--- config.mk ---
export PLATFORM = sky130hd
export DESIGN_NAME = hbb_host_bridge
export DESIGN_NICKNAME = d
export VERILOG_FILES = /design/src/hdl/hbb_pkg.sv /design/src/hdl/hbb_rst_if.sv /design/src/hdl/hbb_host_bridge.sv /design/src/hdl/hbb_reset_gen.sv
export VERILOG_INCLUDE_DIRS = /design/src /design/src/hdl
export SDC_FILE = /design/constraint.sdc
export NUM_CORES = 1
export LEC_CHECK = 0
export ABC_CLOCK_PERIOD_IN_PS = 3100
export BUFFER_PORTS_ARGS = -buffer_cell sky130_fd_sc_hd__buf_4
export CAP_MARGIN = 20
export CORE_AREA = 2 2 143 145
export DETAILED_ROUTE_END_ITERATION = 6
export DIE_AREA = 0 0 145 147
export GPL_ROUTABILITY_DRIVEN = 1
export HOLD_SLACK_MARGIN = 0.08
export PLACE_DENSITY_LB_ADDON = 0.1
export SLEW_MARGIN = 20
export SYNTH_ARGS = -nofsm -noshare
export SYNTH_HDL_FRONTEND = slang
export SYNTH_HIERARCHICAL = 1
export SYNTH_SLANG_ARGS = --single-unit
--- constraint.sdc ---
create_clock -name clock -period 3.1 [get_ports clock]
set_clock_uncertainty 0.1 [all_clocks]
set_input_delay 0.775 -clock clock [delete_from_list [all_inputs] [get_ports clock]]
set_output_delay 0.775 -clock clock [all_outputs]
set_load 0.03 [all_outputs]
--- src/hdl/hbb_params.svh ---
`ifndef HBB_PARAMS_SVH
`define HBB_PARAMS_SVH

// ----------------------------------------------------------------
// widths and positions of the host bus fields
// ----------------------------------------------------------------
`define HBB_ADDR_MSB 31
`define HBB_ADDR_LSB 3
`define HBB_CMD_W 5
`define HBB_DATA_W 64
`define HBB_RSP_W 3

// ----------------------------------------------------------------
// timing counts, in host clocks
// ----------------------------------------------------------------
// symmetric request zero stays asserted this long after cpu reset
`define HBB_SYMMETRIC_REQUEST_ZERO_TAIL 2'h2
// stages of the pin synchroniser
`define HBB_SYNC_STAGES 3

// ----------------------------------------------------------------
// reset values of the synchronised pin levels
// ----------------------------------------------------------------
// bit 0 io reset active, bit 1 suspend inactive, bit 2 not mobile
`define HBB_PIN_RESET 3'h1

`endif

--- src/hdl/hbb_pkg.sv ---
package hbb_pkg;

  // response status codes as seen on the bus (active high view)
  typedef enum logic [2:0] {
    RSP_IDLE = 3'h0,
    RSP_RETRY = 3'h1,
    RSP_DEFERRED = 3'h2,
    RSP_NO_DATA = 3'h5,
    RSP_WRITEBACK = 3'h6,
    RSP_NORMAL = 3'h7
  } hbb_rsp_type;

  // answer that the memory and io paths give to a processor request
  typedef enum logic [2:0] {
    ANS_NORMAL,
    ANS_NO_DATA,
    ANS_RETRY,
    ANS_DEFER,
    ANS_WRITE
  } hbb_ans_type;

  // processor cycle sequencer
  typedef enum logic [2:0] {
    ST_IDLE,
    ST_REQ2,
    ST_WAIT,
    ST_TRDY,
    ST_DATAIN,
    ST_RESP
  } hbb_state_type;

endpackage

--- src/hdl/hbb_rst_if.sv ---
`timescale 1ns/1ns
// reset state passed from the reset generator to the bus core
interface hbb_rst_if;
  logic cpuResetAct;
  logic breq0Act;
  modport gen(output cpuResetAct, output breq0Act);
  modport core(input cpuResetAct, input breq0Act);
endinterface

--- src/hdl/hbb_host_bridge.sv ---
`timescale 1ns/1ns
`include "hbb_params.svh"
// ----------------------------------------------------------------
// Overview of operation
// Processor reset follows io-bus reset, and suspend in mobile mode.
// Request strobe appears only in the first clock of a request phase.
// Command lines valid in both request clocks: snoop type, then rest.
// Bridge raises priority request to take the address bus.
// Symmetric request zero held in reset, dropped two clocks after it.
// Block-next-request stops further requests, limiting pipeline depth.
// Data bus owner holds data-bus-busy for transfers longer than one cycle.
// Defer output gives deferred responses and also signals retry.
// Data-valid strobe asserted in every clock that carries data.
// Modified holder raises hit-modified and supplies the line.
// Locked cycles atomic; no snoopable io or graphics access meanwhile.
// Target ready shows the target can enter the data phase.
// Response codes: 000 idle, 001 retry, 010 defer, 101, 110, 111.
// Codes 011 and 100 are never driven.
// Host data travels inverted on the processor bus.
// Address bits 31 to 3 are inputs during processor cycles.
// No addressing above 4 GB; address bits 35 to 32 ignored.
// No parity, ECC, bus-init recovery or bus-error signalling.
// Bus outputs other than processor reset and symmetric request zero released within two clocks of reset.
// Bus signals active low, driven and sampled on rising clock.
// ----------------------------------------------------------------
module hbb_host_bridge
  import hbb_pkg::*;
(
  input wire logic clock,
  input wire logic nrst,
  input wire logic ioBusResetInN,
  input wire logic suspendStatusInN,
  input wire logic mobileMode,
  output logic processorResetOutN,
  output logic symmetricRequestZeroN,
  output logic symmetricRequestZeroOeN,
  output logic priorityAgentRequestN,
  output logic priorityAgentRequestOeN,
  input wire logic requestStrobeInN,
  input wire logic [`HBB_CMD_W-1:0] requestCommandInN,
  input wire logic [`HBB_ADDR_MSB:`HBB_ADDR_LSB] hostAddrInN,
  input wire logic hostLockInN,
  input wire logic snoopHitModifiedInN,
  output logic blockNextRequestN,
  output logic blockNextRequestOeN,
  output logic dataBusBusyN,
  output logic dataBusBusyOeN,
  input wire logic dataValidStrobeInN,
  output logic dataValidStrobeN,
  output logic dataValidStrobeOeN,
  output logic hostTargetReadyN,
  output logic hostTargetReadyOeN,
  output logic deferN,
  output logic deferOeN,
  output logic [`HBB_RSP_W-1:0] responseStatusN,
  output logic responseStatusOeN,
  input wire logic [`HBB_DATA_W-1:0] hostDataBusInN,
  output logic [`HBB_DATA_W-1:0] hostDataBusN,
  output logic hostDataBusOeN,
  input wire logic busHoldReq,
  output logic cpuReqValid,
  output logic [`HBB_ADDR_MSB:`HBB_ADDR_LSB] cpuReqAddr,
  output logic [`HBB_CMD_W-1:0] cpuReqCmdFirst,
  output logic [`HBB_CMD_W-1:0] cpuReqCmdSecond,
  output logic cpuReqSnoopHit,
  input wire logic ansValid,
  input wire hbb_ans_type ansKind,
  input wire logic [`HBB_DATA_W-1:0] ansData,
  output logic wrDataValid,
  output logic [`HBB_DATA_W-1:0] wrData,
  output logic atomicHold
);

  // ----------------------------------------------------------------
  // reset generation
  // ----------------------------------------------------------------
  hbb_rst_if rstIf();

  hbb_reset_gen u_reset_gen (
    .clock(clock),
    .nrst(nrst),
    .ioBusResetInN(ioBusResetInN),
    .suspendStatusInN(suspendStatusInN),
    .mobileMode(mobileMode),
    .rst(rstIf.gen)
  );

  logic processor_reset_out;
  assign processor_reset_out = rstIf.cpuResetAct;
  // processor reset pin driven low while reset is active
  assign processorResetOutN = ~processor_reset_out;
  // open-drain style: pull low while asserted, else release
  assign symmetricRequestZeroN = 1'b0;
  assign symmetricRequestZeroOeN = ~rstIf.breq0Act;

  // ----------------------------------------------------------------
  // request capture and sequencing
  // ----------------------------------------------------------------
  hbb_state_type st_q, st_d;
  logic [`HBB_ADDR_MSB:`HBB_ADDR_LSB] addr_q, addr_d;
  logic [`HBB_CMD_W-1:0] cmdA_q, cmdA_d, cmdB_q, cmdB_d;
  logic snoop_hit_modified_q, snoop_hit_modified_d, lock_q, lock_d;
  logic strobeSeen;

  // active-low pins sampled on the rising edge, no synchroniser
  assign strobeSeen = ~requestStrobeInN & (st_q == ST_IDLE) & ~processor_reset_out;

  hbb_rsp_type rsp_q, rsp_d;
  logic bnr_q, bnr_d, priority_agent_request_q, priority_agent_request_d, data_valid_strobe_q, data_valid_strobe_d;
  logic host_target_ready_q, host_target_ready_d, defer_q, defer_d, wrV_q, wrV_d;
  logic [`HBB_DATA_W-1:0] rdData_q, rdData_d, wr_q, wr_d;

  // next-state and next-output computation
  always_comb begin
    st_d = st_q;
    addr_d = addr_q;
    cmdA_d = cmdA_q;
    cmdB_d = cmdB_q;
    snoop_hit_modified_d = snoop_hit_modified_q;
    rsp_d = RSP_IDLE;
    data_valid_strobe_d = 1'b0;
    host_target_ready_d = 1'b0;
    defer_d = 1'b0;
    wrV_d = 1'b0;
    rdData_d = rdData_q;
    wr_d = wr_q;
    unique case (st_q)
      ST_IDLE: begin
        // the strobe marks the first request clock only
        if (strobeSeen) begin
          // address is an input; R17 bits above 31 never read
          addr_d = ~hostAddrInN;
          // first clock: type detail enough to start the snoop
          cmdA_d = ~requestCommandInN;
          st_d = ST_REQ2;
        end
      end
      ST_REQ2: begin
        // second clock: remaining transaction type
        cmdB_d = ~requestCommandInN;
        // a modified hit means the processor supplies the line
        snoop_hit_modified_d = ~snoopHitModifiedInN;
        st_d = ST_WAIT;
      end
      ST_WAIT: begin
        if (ansValid) begin
          if (snoop_hit_modified_q || ansKind == ANS_WRITE) begin
            // target ready before taking data from the processor
            host_target_ready_d = 1'b1;
            st_d = ST_TRDY;
          end else begin
            st_d = ST_RESP;
            unique case (ansKind)
              ANS_RETRY: begin
                // retry signalled through the defer output too
                defer_d = 1'b1;
                rsp_d = RSP_RETRY;
              end
              ANS_DEFER: begin
                // deferred reply under the defer policy
                defer_d = 1'b1;
                rsp_d = RSP_DEFERRED;
              end
              ANS_NORMAL: begin
                // data valid only in the clock that carries it
                data_valid_strobe_d = 1'b1;
                rsp_d = RSP_NORMAL;
                rdData_d = ansData;
              end
              default: begin
                rsp_d = RSP_NO_DATA;
              end
            endcase
          end
        end
      end
      ST_TRDY: begin
        st_d = ST_DATAIN;
      end
      ST_DATAIN: begin
        if (!dataValidStrobeInN) begin
          // bus data is inverted, so flip it on the way in
          wr_d = ~hostDataBusInN;
          wrV_d = 1'b1;
          // implicit writeback when a modified copy answered
          rsp_d = snoop_hit_modified_q ? RSP_WRITEBACK : RSP_NO_DATA;
          st_d = ST_RESP;
        end
      end
      ST_RESP: begin
        st_d = ST_IDLE;
      end
    endcase
    // reset from the processor side drops state, response, data strobe, target ready and defer
    if (processor_reset_out) begin
      st_d = ST_IDLE;
      rsp_d = RSP_IDLE;
      data_valid_strobe_d = 1'b0;
      host_target_ready_d = 1'b0;
      defer_d = 1'b0;
    end
    // one transaction in flight: block while the sequencer is busy
    bnr_d = (st_d != ST_IDLE) & ~processor_reset_out;
    // priority request while the local paths want the address bus
    priority_agent_request_d = busHoldReq & ~processor_reset_out;
    // lock starts with a strobed request and ends on negation
    lock_d = (lock_q | (strobeSeen & ~hostLockInN)) & ~hostLockInN
      & ~processor_reset_out;
  end

  // register the sequencer and its outputs
  always_ff @(posedge clock or negedge nrst) begin
    if (!nrst) begin
      st_q <= ST_IDLE;
      addr_q <= '0;
      cmdA_q <= '0;
      cmdB_q <= '0;
      snoop_hit_modified_q <= 1'b0;
      lock_q <= 1'b0;
      rsp_q <= RSP_IDLE;
      bnr_q <= 1'b0;
      priority_agent_request_q <= 1'b0;
      data_valid_strobe_q <= 1'b0;
      host_target_ready_q <= 1'b0;
      defer_q <= 1'b0;
      wrV_q <= 1'b0;
      rdData_q <= '0;
      wr_q <= '0;
    end else begin
      st_q <= st_d;
      addr_q <= addr_d;
      cmdA_q <= cmdA_d;
      cmdB_q <= cmdB_d;
      snoop_hit_modified_q <= snoop_hit_modified_d;
      lock_q <= lock_d;
      rsp_q <= rsp_d;
      bnr_q <= bnr_d;
      priority_agent_request_q <= priority_agent_request_d;
      data_valid_strobe_q <= data_valid_strobe_d;
      host_target_ready_q <= host_target_ready_d;
      defer_q <= defer_d;
      wrV_q <= wrV_d;
      rdData_q <= rdData_d;
      wr_q <= wr_d;
    end
  end

  // ----------------------------------------------------------------
  // pin drive: low level asserts, enable released when idle
  // ----------------------------------------------------------------
  assign blockNextRequestN = ~bnr_q;
  assign blockNextRequestOeN = ~bnr_q;
  assign priorityAgentRequestN = ~priority_agent_request_q;
  assign priorityAgentRequestOeN = ~priority_agent_request_q;
  // every transfer here is a single clock, so busy stays released
  assign dataBusBusyN = 1'b1;
  assign dataBusBusyOeN = 1'b1;
  assign dataValidStrobeN = ~data_valid_strobe_q;
  assign dataValidStrobeOeN = ~data_valid_strobe_q;
  assign hostTargetReadyN = ~host_target_ready_q;
  assign hostTargetReadyOeN = ~host_target_ready_q;
  assign deferN = ~defer_q;
  assign deferOeN = ~defer_q;
  // rsp_q only ever holds the six legal codes of the type
  assign responseStatusN = ~rsp_q;
  assign responseStatusOeN = (rsp_q == RSP_IDLE);
  // read data leaves inverted; R18 no ECC lanes exist at all
  assign hostDataBusN = ~rdData_q;
  assign hostDataBusOeN = ~data_valid_strobe_q;

  // ----------------------------------------------------------------
  // local side of the bridge
  // ----------------------------------------------------------------
  assign cpuReqValid = (st_q == ST_WAIT);
  assign cpuReqAddr = addr_q;
  assign cpuReqCmdFirst = cmdA_q;
  assign cpuReqCmdSecond = cmdB_q;
  assign cpuReqSnoopHit = snoop_hit_modified_q;
  assign wrDataValid = wrV_q;
  assign wrData = wr_q;
  // io and graphics paths hold off snoopable accesses on this
  assign atomicHold = lock_q;
endmodule

--- src/hdl/hbb_reset_gen.sv ---
`timescale 1ns/1ns
`include "hbb_params.svh"
module hbb_reset_gen
  import hbb_pkg::*;
(
  input wire logic clock,
  input wire logic nrst,
  input wire logic ioBusResetInN,
  input wire logic suspendStatusInN,
  input wire logic mobileMode,
  hbb_rst_if.gen rst
);

  // ----------------------------------------------------------------
  // pin synchronisers
  // ----------------------------------------------------------------
  logic [2:0] rawIn;
  logic [2:0] level;
  localparam logic [2:0] PinReset = `HBB_PIN_RESET;

  assign rawIn = {mobileMode, ~suspendStatusInN, ~ioBusResetInN};

  // a level only moves once stages two and three agree
  for (genvar i = 0; i < 3; i++) begin : g_sync
    logic [`HBB_SYNC_STAGES-1:0] chain_q, chain_d;
    logic lvl_q, lvl_d;
    always_comb begin
      chain_d = {chain_q[1:0], rawIn[i]};
      lvl_d = (chain_q[1] == chain_q[2]) ? chain_q[2] : lvl_q;
    end
    always_ff @(posedge clock or negedge nrst) begin
      if (!nrst) begin
        chain_q <= {`HBB_SYNC_STAGES{PinReset[i]}};
        lvl_q <= PinReset[i];
      end else begin
        chain_q <= chain_d;
        lvl_q <= lvl_d;
      end
    end
    assign level[i] = lvl_q;
  end

  // ----------------------------------------------------------------
  // processor reset and symmetric request zero
  // ----------------------------------------------------------------
  logic processor_reset_out_q, processor_reset_out_d, breq_q, breq_d;
  logic [1:0] tail_q, tail_d;

  // reset sources: suspend only counts in mobile mode
  always_comb begin
    processor_reset_out_d = level[0] | (level[2] & level[1]);
    tail_d = processor_reset_out_q ? `HBB_SYMMETRIC_REQUEST_ZERO_TAIL :
      (tail_q != 2'h0 ? tail_q - 2'h1 : 2'h0);
    // request held through reset, dropped two clocks later;
    // follows the next reset value so a fresh reset never outruns it
    breq_d = processor_reset_out_d | (tail_q > 2'h1);
  end

  always_ff @(posedge clock or negedge nrst) begin
    if (!nrst) begin
      processor_reset_out_q <= 1'b1;
      breq_q <= 1'b1;
      tail_q <= `HBB_SYMMETRIC_REQUEST_ZERO_TAIL;
    end else begin
      processor_reset_out_q <= processor_reset_out_d;
      breq_q <= breq_d;
      tail_q <= tail_d;
    end
  end

  assign rst.cpuResetAct = processor_reset_out_q;
  assign rst.breq0Act = breq_q;
endmodule

Word-level counts from Yosys, hierarchy flattened
Index checks and enable logic that the tools add are counted.
{ "word_totals": {"inputBits": 176, "word_cells": 108, "regBits": 197, "out_inout_bits": 191} }
{ "op_classes": {"order_cmp": 1, "n_eq_ne": 11, "bitwise_logic": 30, "addsub": 1, "muxes": 31, "n_reduce_logical": 10} }
{ "op_table": {"columns": ["operator", "count"], "rows": [
  ["$not 64->64", 2],
  ["$not 29->29", 1],
  ["$mux 3", 9],
  ["$pmux 3 s6", 1],
  ["$mux 1", 16],
  ["$not 1->1", 14],
  ["$eq 3x2->1 const B", 4],
  ["$eq 3x3->1 const B", 3],
  ["$logic_not 3->1", 3],
  ["$pmux 3 s3", 1],
  ["$and 1x1->1", 8],
  ["$mux 2", 3],
  ["$pmux 3 s2", 1],
  ["$not 5->5", 1],
  ["$reduce_and 2->1", 2],
  ["$reduce_and 4->1", 1],
  ["$eq 1x1->1", 3],
  ["$eq 3x1->1 const B", 1],
  ["$not 3->3", 1],
  ["$or 1x1->1", 3],
  ["$reduce_bool 3->1", 1],
  ["$gt 2x1->1 const B", 1],
  ["$reduce_bool 2->1", 1],
  ["$reduce_or 2->1", 1],
  ["2 further kinds", 2]
]} }

Logic depth before layout (Yosys ltp)
{ "depth": {"depth_word": 8, "mapped_depth": 5, "ltp_nobuf": 4} }

Hierarchy
The synthesis kept the hierarchy.
{ "by_module_without_submodules": {"columns": ["module", "area_each_um2", "seq_area_each_um2", "cells_each", "instances"], "rows": [
  ["hbb_host_bridge", 7196.9, 4529.3, 629, 1],
  ["hbb_reset_gen", 483.0, 409.1, 25, 1]
]} }

Worst setup path after synthesis
No wires, ideal clock.
{ "synth_path": {"path_kind": "reg-to-output", "from": "register st_q[1]", "to": "output port cpuReqValid", "slack_ns": 0.960, "n_path_buf": 1, "stages_incl_launch_ff": 4, "t_required_ns": 2.225, "arrival_time_ns": 1.265, "path_cell_list": "dfrtp_1 > buf_2 > inv_1 > nor3_1"} }
{ "synth_via": {"elab_chain_cells": 1} }
{ "synth_rtl": {"columns": ["element", "line", "text"], "rows": [
  ["start: declaration", "hbb_host_bridge.sv:99", "hbb_state_type st_q, st_d;"],
  ["start signal: assignment", "hbb_host_bridge.sv:230", "st_q <= st_d;"],
  ["$eq 3x2->1", "hbb_host_bridge.sv:274", "assign cpuReqValid = (st_q == ST_WAIT);"],
  ["end: declaration", "hbb_host_bridge.sv:61", "output logic cpuReqValid,"]
]} }
No other way between the ends.

Worst setup path after layout
Ends and elaborated chain as after synthesis.

==> flow_metrics.tcl <==
set metrics [dict create \
    antenna_found_initial 0 \
    internal_power_mw 5.79 \
    postCtsSetupRepairBufs 0 \
    crit_family "flip-flops" \
    busiest_layer "met2" \
    overflow 0 \
    synthCells 654 \
    antenna_left 0 \
    synth-edff-count 0 \
    die_area_mm2 0.0213 \
    clkTransAtPathRegs_ns 0.07 \
    clock.fmax_ghz 0.421 \
    required_ns 2.22 \
    yosysMostFrequentCell "dfrtp_1" \
    cts_tree "yes" \
    grt_first_pass_wirelength_mm 31.8 \
    place_area_mm2 0.0106 \
    critical_path.slowest_cell "dfrtp_1" \
    synth_area_leaders "dfrtp_1 62%, mux2_2 8.8%, o21ai_0 6.7%, inv_1 4.0%, nand2_1 3.7%" \
    crit_chain "inv_1, nor3_1, buf_4" \
    hp-class "input port to async pin" \
    crit_type "flop to output port" \
    drive_gt1_share_pct 48.0 \
    grt_util_met3_pct 6.99 \
    gp_congestion 0.770 \
    grt_pass1_vias 5736 \
    dieHeight_um 147 \
    grt_start_max_net_pins 131 \
    pwr-share-comb_pct 37.6 \
    p_leak_nw 5.60 \
    p_sw_mw 3.56 \
    seq_power_share_pct 38.6 \
    yosysTopAreaCellShare_pct 61.9 \
    clk-insertion-delay-late_ns 0.42 \
    setup_tns_ns 0 \
    synth_commonest_cells "190 x dfrtp_1, 103 x o21ai_0, 82 x inv_1" \
    worst-path-buf-inv 2 \
    cap_violations 0 \
    switching_share_pct 38.1 \
    outcome "complete, no violations" \
    ir_drop_v 0.000471 \
    start_util_pct 38.7 \
    cts.sinks 197 \
    grt_use_total_pct 18.9 \
    avgSynthCellArea_um2 11.7 \
    pwr_density_cell_mw_per_mm2 838 \
    post_drt_wl_per_cell_um 15.7 \
    setup_viol 0 \
    ys_dominant_reg_cell "dfrtp_1" \
    fillers 1782 \
    rows 52 \
    vias_per_cell 4.51 \
    rsz0062_at_grt "false" \
    drt_first_pass_iters 4 \
    die_width_um 145 \
    finalInstanceArea_mm2 0.0112 \
    cts_buffer_depth 2 \
    layoutNonFillerInstCount 1281 \
    pin_count 367 \
    cts-hold-fix-buffers 0 \
    ys_ff_latch 197 \
    yosys_warnings 6 \
    h-tree-depth 4 \
    drt_wl_total_mm 20.1 \
    grtUsageMet2_pct 32.2 \
    worst_ep_arrival_time_ns 1.50 \
    max_stage_delay_ns 0.54 \
    layout_min_cycle_time_ns 2.38 \
    numCtsBuffers 17 \
    yosysTopAreaCell "dfrtp_1" \
    dp_hpwl_mm 14.8 \
    syn_to_final_growth_pct 45.4 \
    fin_nets 1174 \
    async_flop_share_pct 100 \
    final_util_pct 56.3 \
    worst_pin_slew_ns 0.677 \
    ys_seq_area_share_pct 64.3 \
    placedCellCount 1249 \
    drc_errors 0 \
    n_antenna_cell 0 \
    synth_cell_types 42 \
    worstSetupStartpointType "flop" \
    io_buffers 363 \
    cp_max_fo 12 \
    grtUsageMet1_pct 22.7 \
    cts_resized 0 \
    hold_viol 0 \
    drtIter0Drc 216 \
    vias 5776 \
    min_period_over_period_pct 76.7 \
    fp.coreArea_mm2 0.0198 \
    maxSlewViolCount 0 \
    synth_area_mm2 0.00768 \
    maxSlewHeadroom_pct 54.9 \
    crit_path_end_kind "output port" \
    clkPwrFrac_pct 23.7 \
    cts-root-buf "clkbuf_16" \
]
## flip-flops by register name (all words and copies together) (netlist names)
signal                       flops
cpuReqSnoopHit                   1
rsp_q                            3
u_reset_gen/tail_q               2
wrData                          64
data_valid_strobe_q              1
cpuReqCmdFirst                   5
st_q                             3
u_reset_gen/g_sync.chain_q       9
bnr_q                            1
u_reset_gen/g_sync.lvl_q         3
u_reset_gen/rst.breq0Act         1
u_reset_gen/rst.cpuResetAct      1
defer_q                          1
wrDataValid                      1
host_target_ready_q              1
cpuReqAddr                      29
rdData_q                        64
atomicHold                       1
cpuReqCmdSecond                  5
priority_agent_request_q         1
## worst reg2reg max path: cells and delay by family, from the launching register on
| family | cells | cell delay [ns] |
|---|---|---|
| AOI/OAI and AO/OA | 2 | 0.36 |
| and+or+nand+nor | 1 | 0.70 |
| DFF | 1 | 0.51 |
| buffers and inverters | 1 | 0.33 |
## worst paths after layout
path	slack, ns	cells past startpoint	to	start
worst max-delay path	0.72	3	cpuReqValid	st_q[1]
worst min-delay path	0.23	1	rdData_q[0]	nrst
worst max register to register	0.96	4	cpuReqAddr[15]	st_q[2]
worst min register to register	0.26	0	u_reset_gen/g_sync[1].chain_q[1]	u_reset_gen/g_sync[1].chain_q[0]
max in group asynchronous	1.83	2	rdData_q[5]	nrst
min in group clock	0.26	0	u_reset_gen/g_sync[1].chain_q[1]	u_reset_gen/g_sync[1].chain_q[0]
## cells in the final DEF (no fill, tap or decap), types with 4 or more instances in the layout
cell type and instances:
o31ai_1 34, inv_1 82, mux2_2 60, dfrtp_1 190, mux2_4 4, dfstp_2 7
a21oi_1 7, nand2_1 76, clkbuf_16 17, buf_4 369, inv_6 4, o21ai_0 103
## power by group through the flow
stage	registers [mW]	logic, mW	clock network, mW
after floorplan	4.69	0.949	0
after global placement	3.64	3.53	0
after detailed placement	3.66	3.57	0
after CTS	3.62	3.57	2.29
after global routing	3.71	3.75	2.40
final	3.61	3.52	2.22
## metrics by stage
stage / setup slack (ns) / power, mW / hold slack, ns
floorplan: 0.960 / 5.64 / 0.231
global placement: 0.766 / 7.17 / 0.232
detailed placement: 0.731 / 7.23 / 0.237
CTS: 0.706 / 9.48 / 0.250
global route: 0.639 / 9.87 / 0.243
finish: 0.722 / 9.35 / 0.234
## metal layers
layer	vias up	share of wire, %
met1	2699	40
met2	212	50
li1	2846	-
met4	0	1.5
met3	19	8.3
met5	-	0
## cell type report
cell class,count,area (um^2),area share (%)
inverters,82,308,2.76
clock buffers,20,447,4.00
multi-input cells,327,2150,19.2
flip-flops and latches,197,4940,44.2
clock inverters,12,143,1.28
repair buffers,373,2840,25.5
well taps,270,338,3.03
## logic make-up (layout without fill, tap and decap cells)
group,Yosys count,count (layout),synth area share [%]
XOR/XNOR,2,2,0.228
AO/OA/AOI/OAI,156,156,11.7
buffers and inverters,131,487,7.82
adder cells (fa/ha/maj),3,3,0.440
AND/OR/NAND/NOR,99,99,5.87
flip-flops,197,197,64.3
other,2,3,0.0978
multiplexers,64,64,9.58
Note: power is estimated with default switching activity, not from simulation.
